File: src/lms_pkg.sv
// constants and types shared by the lookup memory slice
// What this block does
// local force drives element to configured value
// opposite force inverts; reset wins over set
// force sync or async, opposite follows it; async force here also acts only at the next clock edge
// global init active high, optional inversion
// init value start_zero/start_one, defaulted by force
// lookup element is sixteen one-bit cells
// cluster gives 16x4, 32x2 or 64x1
// writes only on clock with write strobe
// reads combinational, old data before write; both read outputs are registered here, one edge later
// output flip-flop enable independent of write
// dual port writes both arrays, separate reads
// secondary read independent of write/primary read
// initial memory contents kept through configuration
// shift line delays one to sixteen cycles
// shift lines cascade, up to 64 per cluster
// final stage on cascade output, addressed tap
// shift on enable high, hold when low
// shift contents never reset or initialised
// two elements share clock and shift enable
// flip-flop adds one cycle to addressed tap
// addressed delay equals address plus one
package lms_pkg;
  localparam int LMS_CELLS = 16;
  localparam int LMS_AW = 4;
  localparam int LMS_LUTS = 4;
  localparam logic [63:0] LMS_MEM_INIT = 64'h0000000000000000;
  // storage element reset values
  localparam logic LMS_FF_RST = 1'h0;
  // memory organisation modes
  typedef enum logic [1:0] {
    LMS_ORG_16X4 = 2'h0,
    LMS_ORG_32X2 = 2'h1,
    LMS_ORG_64X1 = 2'h2,
    LMS_ORG_DUAL = 2'h3
  } lms_org_t;
  // element mode: memory or shift line
  typedef enum logic [1:0] {
    LMS_MODE_RAM = 2'h1,
    LMS_MODE_SHIFT = 2'h2
  } lms_mode_t;
endpackage : lms_pkg

File: src/lms_slice.sv
// lookup memory cluster: distributed ram, shift lines, storage elements
`timescale 1ns/1ps
`default_nettype none
module lms_slice
  import lms_pkg::*;
(
  input wire logic clk_i,
  input wire logic nrst_i,
  input wire lms_mode_t mode_i,
  input wire lms_org_t org_i,
  input wire logic [3:0] addr_i,
  input wire logic [3:0] read_addr_i,
  input wire logic upper_address_five_i,
  input wire logic upper_address_six_i,
  input wire logic [3:0] data_i,
  input wire logic write_en_i,
  input wire logic shift_en_i,
  input wire logic chain_in_i,
  input wire logic [3:0] ff_en_i,
  input wire logic [3:0] ff_tap_sel_i,
  input wire logic local_force_input_i,
  input wire logic opposite_force_input_i,
  input wire logic force_to_one_i,
  input wire logic force_async_i,
  input wire logic start_one_i,
  input wire logic start_sel_i,
  input wire logic global_init_i,
  input wire logic global_init_invert_i,
  output logic [3:0] primary_read_out_o,
  output logic secondary_read_out_o,
  output logic [3:0] ff_q_o,
  output logic [3:0] chain_tap_out_o,
  output logic chain_out_o
);

  // lookup cells, shared by memory and shift uses; no reset by design;
  // the configured image is their only starting value
  logic [15:0] cells [LMS_LUTS] = '{LMS_MEM_INIT[15:0],
    LMS_MEM_INIT[31:16], LMS_MEM_INIT[47:32], LMS_MEM_INIT[63:48]};
  logic [15:0] next_cells [LMS_LUTS];
  logic [15:0] dual_cells = LMS_MEM_INIT[15:0];
  logic [15:0] next_dual_cells;
  logic [3:0] ff_q;
  logic [3:0] next_ff_q;
  logic [3:0] comb_out;
  logic [3:0] lut_we;
  logic [3:0] lut_din;
  logic [3:0] tap;
  logic init_act;
  logic init_val;
  logic async_hit;
  logic async_val;
  logic shift_go;
  logic ram_wr;
  logic [4:0] idle_cnt;
  logic [4:0] next_idle_cnt;

  // one tap of a sixteen-cell element
  function automatic logic pick(input logic [15:0] c, input logic [3:0] a);
    pick = c[a];
  endfunction : pick

  // write steering from organisation and upper address bits
  always_comb begin
    lut_we = 4'h0;
    lut_din = data_i;
    case (org_i)
      LMS_ORG_16X4: begin
        lut_we = {4{write_en_i}};
      end
      LMS_ORG_32X2: begin
        lut_we = {2{upper_address_five_i, !upper_address_five_i}}
          & {4{write_en_i}};
        lut_din = {data_i[1], data_i[1], data_i[0], data_i[0]};
      end
      LMS_ORG_64X1: begin
        lut_we[{upper_address_six_i, upper_address_five_i}] = write_en_i;
        lut_din = {4{data_i[0]}};
      end
      LMS_ORG_DUAL: begin
        lut_we = {3'h0, write_en_i};
      end
      default: begin
        lut_we = 4'h0;
      end
    endcase
  end

  // cell next state: write on strobe, or shift on enable
  always_comb begin
    for (int i = 0; i < LMS_LUTS; i++) begin
      next_cells[i] = cells[i];
    end
    next_dual_cells = dual_cells;
    case (mode_i)
      LMS_MODE_RAM: begin
        for (int i = 0; i < LMS_LUTS; i++) begin
          if (lut_we[i]) begin
            next_cells[i][addr_i] = lut_din[i];
          end
        end
        if (org_i == LMS_ORG_DUAL && write_en_i) begin
          next_dual_cells[addr_i] = data_i[0]; // same data, same address
        end
      end
      LMS_MODE_SHIFT: begin
        // shared enable shifts every element, cascaded top to bottom
        if (shift_en_i) begin
          next_cells[0] = {cells[0][14:0], chain_in_i};
          for (int i = 1; i < LMS_LUTS; i++) begin
            next_cells[i] = {cells[i][14:0], cells[i-1][15]};
          end
        end
      end
      default: begin
        next_dual_cells = dual_cells;
      end
    endcase
  end

  // cells register without reset: contents change only by data in
  always_ff @(posedge clk_i) begin
    for (int i = 0; i < LMS_LUTS; i++) begin
      cells[i] <= next_cells[i];
    end
    dual_cells <= next_dual_cells;
  end

  // combinational reads: old contents until the write edge
  always_comb begin
    for (int i = 0; i < LMS_LUTS; i++) begin
      tap[i] = pick(cells[i], addr_i); // tap a gives a+1 cycles
    end
    comb_out = tap;
    if (mode_i == LMS_MODE_RAM) begin
      case (org_i)
        LMS_ORG_32X2: begin
          comb_out = upper_address_five_i ? {2'h0, tap[3], tap[1]}
                                          : {2'h0, tap[2], tap[0]};
        end
        LMS_ORG_64X1: begin
          comb_out = {3'h0, tap[{upper_address_six_i, upper_address_five_i}]};
        end
        default: begin
          comb_out = tap;
        end
      endcase
    end
  end

  // init and force sources
  always_comb begin
    // global init polarity is selectable
    init_act = global_init_i ^ global_init_invert_i;
    // start value follows force polarity unless chosen apart
    init_val = start_sel_i ? start_one_i : force_to_one_i;
    // reset wins over set when both forces act
    if (local_force_input_i && opposite_force_input_i) begin
      async_val = 1'h0;
    end else if (local_force_input_i) begin
      async_val = force_to_one_i;
    end else begin
      async_val = !force_to_one_i;
    end
    async_hit = init_act || (force_async_i &&
      (local_force_input_i || opposite_force_input_i));
    if (init_act) begin
      async_val = init_val;
    end
  end

  // storage element next value: init, then force, else enabled capture;
  // output copy and element share this value so they never drift apart
  always_comb begin
    for (int i = 0; i < LMS_LUTS; i++) begin
      next_ff_q[i] = ff_q[i];
      if (async_hit) begin
        next_ff_q[i] = async_val;
      end else if (!force_async_i &&
          (local_force_input_i || opposite_force_input_i)) begin
        next_ff_q[i] = async_val;
      end else if (ff_en_i[i]) begin // own enable, not the write strobe
        next_ff_q[i] = ff_tap_sel_i[i] ? tap[i] : comb_out[i];
      end
    end
  end

  // storage elements; async force is honoured at the next edge and held
  // while asserted, since a port level cannot serve as an async reset
  always_ff @(posedge clk_i or negedge nrst_i) begin
    if (!nrst_i) begin
      ff_q <= {4{LMS_FF_RST}};
    end else begin
      ff_q <= next_ff_q;
    end
  end

  // registered outputs follow the same shared clock
  always_ff @(posedge clk_i or negedge nrst_i) begin
    if (!nrst_i) begin
      primary_read_out_o <= 4'h0;
      secondary_read_out_o <= 1'h0;
      chain_tap_out_o <= 4'h0;
      chain_out_o <= 1'h0;
      ff_q_o <= 4'h0;
    end else begin
      primary_read_out_o <= comb_out;
      // secondary port reads independently of the write address
      secondary_read_out_o <= pick(dual_cells, read_addr_i);
      for (int i = 0; i < LMS_LUTS; i++) begin
        chain_tap_out_o[i] <= next_cells[i][15];
      end
      chain_out_o <= next_cells[LMS_LUTS-1][15];
      ff_q_o <= next_ff_q;
    end
  end

  // taken requests and a saturating idle count of the shift line, so a
  // long hold is checked without a huge repetition count
  always_comb begin
    shift_go = (mode_i == LMS_MODE_SHIFT) && shift_en_i;
    ram_wr = (mode_i == LMS_MODE_RAM) && write_en_i;
    next_idle_cnt = idle_cnt;
    if (mode_i != LMS_MODE_SHIFT || shift_en_i) begin
      next_idle_cnt = 5'h0;
    end else if (idle_cnt != 5'h1f) begin
      next_idle_cnt = idle_cnt + 5'h1;
    end
  end

  // idle counter register
  always_ff @(posedge clk_i or negedge nrst_i) begin
    if (!nrst_i) begin
      idle_cnt <= 5'h0;
    end else begin
      idle_cnt <= next_idle_cnt;
    end
  end

  // shift holds all stages of the first element when enable is low
  chk_shift_hold: assert property (
    @(posedge clk_i) disable iff (!nrst_i)
    (mode_i == LMS_MODE_SHIFT && !shift_en_i) |=> $stable(cells[0]))
    else $error("shift line moved with enable low");

  // serial input lands in the first stage
  chk_shift_in: assert property (
    @(posedge clk_i) disable iff (!nrst_i)
    shift_go |=> cells[0][0] == $past(chain_in_i))
    else $error("serial input not captured");

  // dual array untouched without a write strobe
  chk_no_write: assert property (
    @(posedge clk_i) disable iff (!nrst_i)
    (mode_i == LMS_MODE_RAM && !write_en_i) |=> $stable(dual_cells))
    else $error("memory changed without write strobe");

  // both forces together give the reset outcome
  chk_force_win: assert property (
    @(posedge clk_i) disable iff (!nrst_i)
    (local_force_input_i && opposite_force_input_i && !init_act)
    |=> ff_q == 4'h0)
    else $error("reset did not win over set");

  // primary output registers the combinational read
  chk_prim_read: assert property (
    @(posedge clk_i) disable iff (!nrst_i)
    $past(nrst_i) |-> primary_read_out_o == $past(comb_out))
    else $error("primary read output wrong");

  // secondary output follows its own read address
  chk_dual_read: assert property (
    @(posedge clk_i) disable iff (!nrst_i)
    $past(nrst_i) |-> secondary_read_out_o == $past(dual_cells[read_addr_i]))
    else $error("secondary read output wrong");

  // each element shows its final stage
  chk_tap_out: assert property (
    @(posedge clk_i) disable iff (!nrst_i)
    $past(nrst_i) |-> chain_tap_out_o == {cells[3][15], cells[2][15],
      cells[1][15], cells[0][15]})
    else $error("final stage output wrong");

  // cascade output is the last stage of the last element
  chk_chain_out: assert property (
    @(posedge clk_i) disable iff (!nrst_i)
    $past(nrst_i) |-> chain_out_o == cells[LMS_LUTS-1][15])
    else $error("cascade output wrong");

  // storage output copy matches the storage elements
  chk_ff_mirror: assert property (
    @(posedge clk_i) disable iff (!nrst_i)
    ff_q_o == ff_q)
    else $error("storage output differs from element");

  // plain write lands in the last element at the address
  chk_ram_write: assert property (
    @(posedge clk_i) disable iff (!nrst_i)
    (ram_wr && org_i == LMS_ORG_16X4)
    |=> cells[3][$past(addr_i)] == $past(data_i[3]))
    else $error("memory write lost");

  // memory holds without a write strobe
  chk_ram_hold: assert property (
    @(posedge clk_i) disable iff (!nrst_i)
    (mode_i == LMS_MODE_RAM && !write_en_i) |=> $stable(cells[0]))
    else $error("memory changed without write strobe");

  // deep write goes only to the element picked by the upper bits
  chk_wide_write: assert property (
    @(posedge clk_i) disable iff (!nrst_i)
    (ram_wr && org_i == LMS_ORG_64X1 && upper_address_six_i &&
      upper_address_five_i) |=> cells[3][$past(addr_i)] == $past(data_i[0])
      && $stable(cells[0]))
    else $error("deep write misrouted");

  // two-bit write goes to the odd pair when the fifth bit is set
  chk_half_write: assert property (
    @(posedge clk_i) disable iff (!nrst_i)
    (ram_wr && org_i == LMS_ORG_32X2 && upper_address_five_i)
    |=> cells[3][$past(addr_i)] == $past(data_i[1]) && $stable(cells[2]))
    else $error("two-bit write misrouted");

  // dual write stores the same bit in the second array
  chk_dual_write: assert property (
    @(posedge clk_i) disable iff (!nrst_i)
    (ram_wr && org_i == LMS_ORG_DUAL)
    |=> dual_cells[$past(addr_i)] == $past(data_i[0]))
    else $error("dual array write lost");

  // last stage of one element feeds the next one
  chk_cascade: assert property (
    @(posedge clk_i) disable iff (!nrst_i)
    shift_go |=> cells[1][0] == $past(cells[0][15]))
    else $error("cascade link broken");

  // every stage of the first element moves one place per taken shift
  chk_shift_step: assert property (
    @(posedge clk_i) disable iff (!nrst_i)
    shift_go |=> cells[0][15:1] == $past(cells[0][14:0]))
    else $error("shift stages did not advance");

  // global init loads the start value
  chk_init_value: assert property (
    @(posedge clk_i) disable iff (!nrst_i)
    init_act |=> ff_q == {4{$past(init_val)}})
    else $error("init did not load start value");

  // local force alone gives the configured level
  chk_force_one: assert property (
    @(posedge clk_i) disable iff (!nrst_i)
    (local_force_input_i && !opposite_force_input_i && !init_act)
    |=> ff_q == {4{$past(force_to_one_i)}})
    else $error("local force gave wrong level");

  // opposite force alone gives the inverse level
  chk_force_opp: assert property (
    @(posedge clk_i) disable iff (!nrst_i)
    (opposite_force_input_i && !local_force_input_i && !init_act)
    |=> ff_q == {4{~$past(force_to_one_i)}})
    else $error("opposite force gave wrong level");

  // storage elements hold with their enables low
  chk_ff_hold: assert property (
    @(posedge clk_i) disable iff (!nrst_i)
    (!init_act && !local_force_input_i && !opposite_force_input_i &&
      ff_en_i == 4'h0) |=> $stable(ff_q))
    else $error("storage element moved while disabled");

  // tap capture adds one cycle to the addressed stage
  chk_tap_ff: assert property (
    @(posedge clk_i) disable iff (!nrst_i)
    (!async_hit && !local_force_input_i && !opposite_force_input_i &&
      ff_en_i[3] && ff_tap_sel_i[3]) |=> ff_q[3] == $past(tap[3]))
    else $error("tap capture wrong");

  // a shift line left idle keeps its final stages steady
  chk_idle_hold: assert property (
    @(posedge clk_i) disable iff (!nrst_i)
    idle_cnt > 5'h2 |-> $stable(chain_tap_out_o))
    else $error("final stage moved while idle");

endmodule : lms_slice
`default_nettype wire

File: config.mk
export PLATFORM = sky130hd
export DESIGN_NAME = lms_slice
export DESIGN_NICKNAME = d
export VERILOG_FILES = /design/src/lms_pkg.sv /design/src/lms_slice.sv
export SDC_FILE = /design/constraint.sdc
export NUM_CORES = 1
export LEC_CHECK = 0
export ABC_CLOCK_PERIOD_IN_PS = 2000
export CAP_MARGIN = 20
export CORE_ASPECT_RATIO = 0.8
export CORE_MARGIN = 2
export CORE_UTILIZATION = 39
export DETAILED_ROUTE_END_ITERATION = 6
export DONT_BUFFER_PORTS = 1
export PLACE_DENSITY_LB_ADDON = 0.3
export SYNTH_ARGS = -nofsm -noshare
export SYNTH_HDL_FRONTEND = slang
export SYNTH_SLANG_ARGS = --single-unit
File: constraint.sdc
create_clock -name clk_i -period 2 [get_ports clk_i]
set_clock_uncertainty 0.1 [all_clocks]
set_input_delay 0.1 -clock clk_i [delete_from_list [all_inputs] [get_ports clk_i]]
set_output_delay 0.1 -clock clk_i [all_outputs]
set_load 0.05 [all_outputs]
==> metrics.txt <==
Max Cap Viol 0; Die Area 15600 um^2; Main synth FF type edfxtp_1; row cnt 39; Pwr Density 740 nW/um^2; DR vias/cell 5.92; Port Buffer Count 0; largest net degree at the start of global routing 63; Syn. warnings 0; Pre-Repair DR Iteration Count 5; initial antenna violation count 0; Die Span Y 112 um; vias in the first global route 4479; Synth-to-Final Area Change 18.5%; Reg clk slew, reported paths 0.07 ns; RSZ-0062 raised after global routing yes; crit-path cells mux4_2 -> mux2i_1 -> mux2_4 -> mux2i_4 -> a32oi_2 -> a21oi_2; share of layout cells above drive strength 1 21.6%; final WL 15.7 mm; CTS Buf Count 9; sequential area share after synthesis 47.1%; Initial Utilization 39.9%; GPL Wtd Cong 0.854; Post-synth EDFFs 76; initial DRC count 416; Nets 643; Critical Path RT 2.13 ns; Yosys top cell by area edfxtp_1; Yosys top cell area share 40.0%; Setup CP Type reg -> reg; Tmin final 2.03 ns; Synth top cells by count nor2_1, edfxtp_1, a22oi_1; LEAKAGE 0.00244 uW; WHS 0.000371 ns; Post-Syn Area 5710 um^2; Final Hold Fails 0; CTS sink cnt 93; antenna cells 0; post-layout util 47.3%; IO Count 53; remaining antenna violation count after routing 0; critical path capture point type register; sum of net half-perimeters after detailed placement 10.6 mm; critical path startpoint category register; total track usage 20.3%; CP arrival 2.16 ns; setup ws final -0.0267 ns; first-pass GRT wire length 25.0 mm; Mapped Nets 595; Power Total 5000 uW; Clock Latency Late Sink 0.36 ns; final setup vio count 3; Final Cycle Share 101%; Die Span X 139 um; slowest cell delay on critical path 0.49 ns; Bufs on Longest Clock Path 2; Max transition margin 53.5%; Crit Path Max Fanout 3; top cells by area, synth edfxtp_1, a22oi_1, mux2_2; syn_area_per_cell 10.4 um^2; fmax 493 MHz; Yosys cell types 51; hold crit path type in -> reg; DRC 0; GRT overflow 0; failing checks negative setup slack; count leader, synth nor2_1; outcome complete, but fails checks; routed len/inst 20.0 um; TritonCTS clock tree built; asr flop ratio synth 14.0%; worst slew pin tran 0.693 ns; routed vias 4658; synthesized flop and latch total 93; Core Area 14300 um^2; Max Slew Vio Count 0; Peak VDD IR 0.598 mV; H-tree levels 3; Cells after Synth 550; Crit-path slowest cell mux4_2; clk root buf clkbuf_16
logic make-up after synthesis:
group	after synthesis	share of synthesized area [%]
mux	71	16.3
flops	93	47.1
fa+ha+maj	6	1.31
buf+inv	53	4.27
compound gates	149	17.1
xor+xnor	1	0.153
simple gates	177	13.8
per-stage QoR:
step | instance area, um^2 | worst slack (ns) | cells | setup TNS (ns)
final | 6760 | -0.0267 | 787 | -0.0580
after global routing | 6760 | -0.0564 | 787 | -0.218
after CTS | 6720 | -0.0127 | 785 | -0.0127
after detailed placement | 6180 | -0.134 | 746 | -2.20
after global placement | 6180 | -0.0851 | 746 | -0.882
after floorplan | 5720 | -0.0271 | 550 | -0.814
registers in the layout, summed over array words and instances (netlist names):
name and cells:
cells 64, chain_out_o 1, secondary_read_out_o 1, chain_tap_out_o 3, dual_cells 16, ff_q_o 4
primary_read_out_o 4
cell type report:
type	count	area [um^2]
Sequential cell	93	2690
Clock inverter	7	75.1
Multi-Input combinational cell	404	2830
Clock buffer	9	225
Inverter	16	60.1
Fill cell	1284	7530
Timing Repair Buffer	74	651
Tap cell	184	230
per-layer routing:
layer,routed length (um),vias up,track usage (%),share of wire [%]
met2,6990,218,30.4,44
li1,-,2165,-,-
met1,7140,2252,28.9,45
met5,0,-,0,0
met3,1350,23,6.19,8.6
met4,236,0,4.92,1.5
critical path, delay by kind of cell, from the launching register on:
kind / cells / cell delay, ns
AOI/OAI and AO/OA: 2 / 0.35
DFF: 1 / 0.42
muxes: 4 / 1.03
power by group:
| group | leakage, uW | switching (uW) | total (uW) | internal [uW] |
|---|---|---|---|---|
| logic | 0.00137 | 458 | 827 | 368 |
| registers | 0.000927 | 195 | 2420 | 2220 |
| clock network | 0.000138 | 784 | 1760 | 973 |
| total | 0.00244 | 1440 | 5000 | 3570 |
worst paths after layout:
check                                           start                               to  slack [ns]  depth (start not counted)
worst min-delay path                  ff_tap_sel_i[3]            ff_q_o[3]$_DFFE_PN0P_      0.0004                          4
worst min register to register  cells[0][6]$_DFFE_PP_            cells[0][7]$_DFFE_PP_        0.55                          2
min in group asynchronous                      nrst_i            ff_q_o[0]$_DFFE_PN0P_        0.08                          1
max in group asynchronous                      nrst_i            ff_q_o[3]$_DFFE_PN0P_        1.33                          1
worst max-delay path            cells[2][6]$_DFFE_PP_  primary_read_out_o[0]$_DFF_PN0_       -0.03                          6
worst max register to register  cells[2][6]$_DFFE_PP_  primary_read_out_o[0]$_DFF_PN0_       -0.03                          6
what timing repair did:
item / 4_1_cts / 5_1_grt
pin swaps: 2 / 6
resized for setup: 4 / 5
endpoints found under the hold margin: 44 / 0
endpoints found under the setup margin: 4 / 5
hold buffers: 23 / 0
setup buffers: 0 / 1
cells in the final DEF, fill, tap and decap left out, types with 2 or more instances in the layout:
cell type / Yosys / layout
mux4_2: 14 / 14
a21oi_1: 21 / 18
dfrtp_1: 13 / 13
a32oi_1: 3 / 2
ha_1: 6 / 5
nand4_1: 3 / 3
o21a_1: 3 / 3
o22ai_1: 2 / 2
dlygate4sd3_1: 0 / 23
clkbuf_16: 0 / 9
o21ai_0: 40 / 40
buf_12: 0 / 3
o21ai_1: 2 / 2
buf_4: 3 / 48
inv_1: 15 / 15
edfxtp_1: 76 / 76
o21bai_1: 2 / 2
mux2_4: 0 / 2
dfxtp_1: 4 / 4
nor4_1: 2 / 2
nand2b_1: 7 / 7
a22oi_1: 64 / 64
mux2_2: 36 / 34
nand3b_1: 5 / 5
nand2_1: 34 / 34
nor3_1: 7 / 7
nor2b_1: 5 / 5
a21oi_2: 0 / 3
clkinvlp_4: 0 / 3
nand3_1: 6 / 6
nor2_1: 99 / 97
mux2i_1: 21 / 19
No activity file was read; power rests on OpenSTA's default activity.
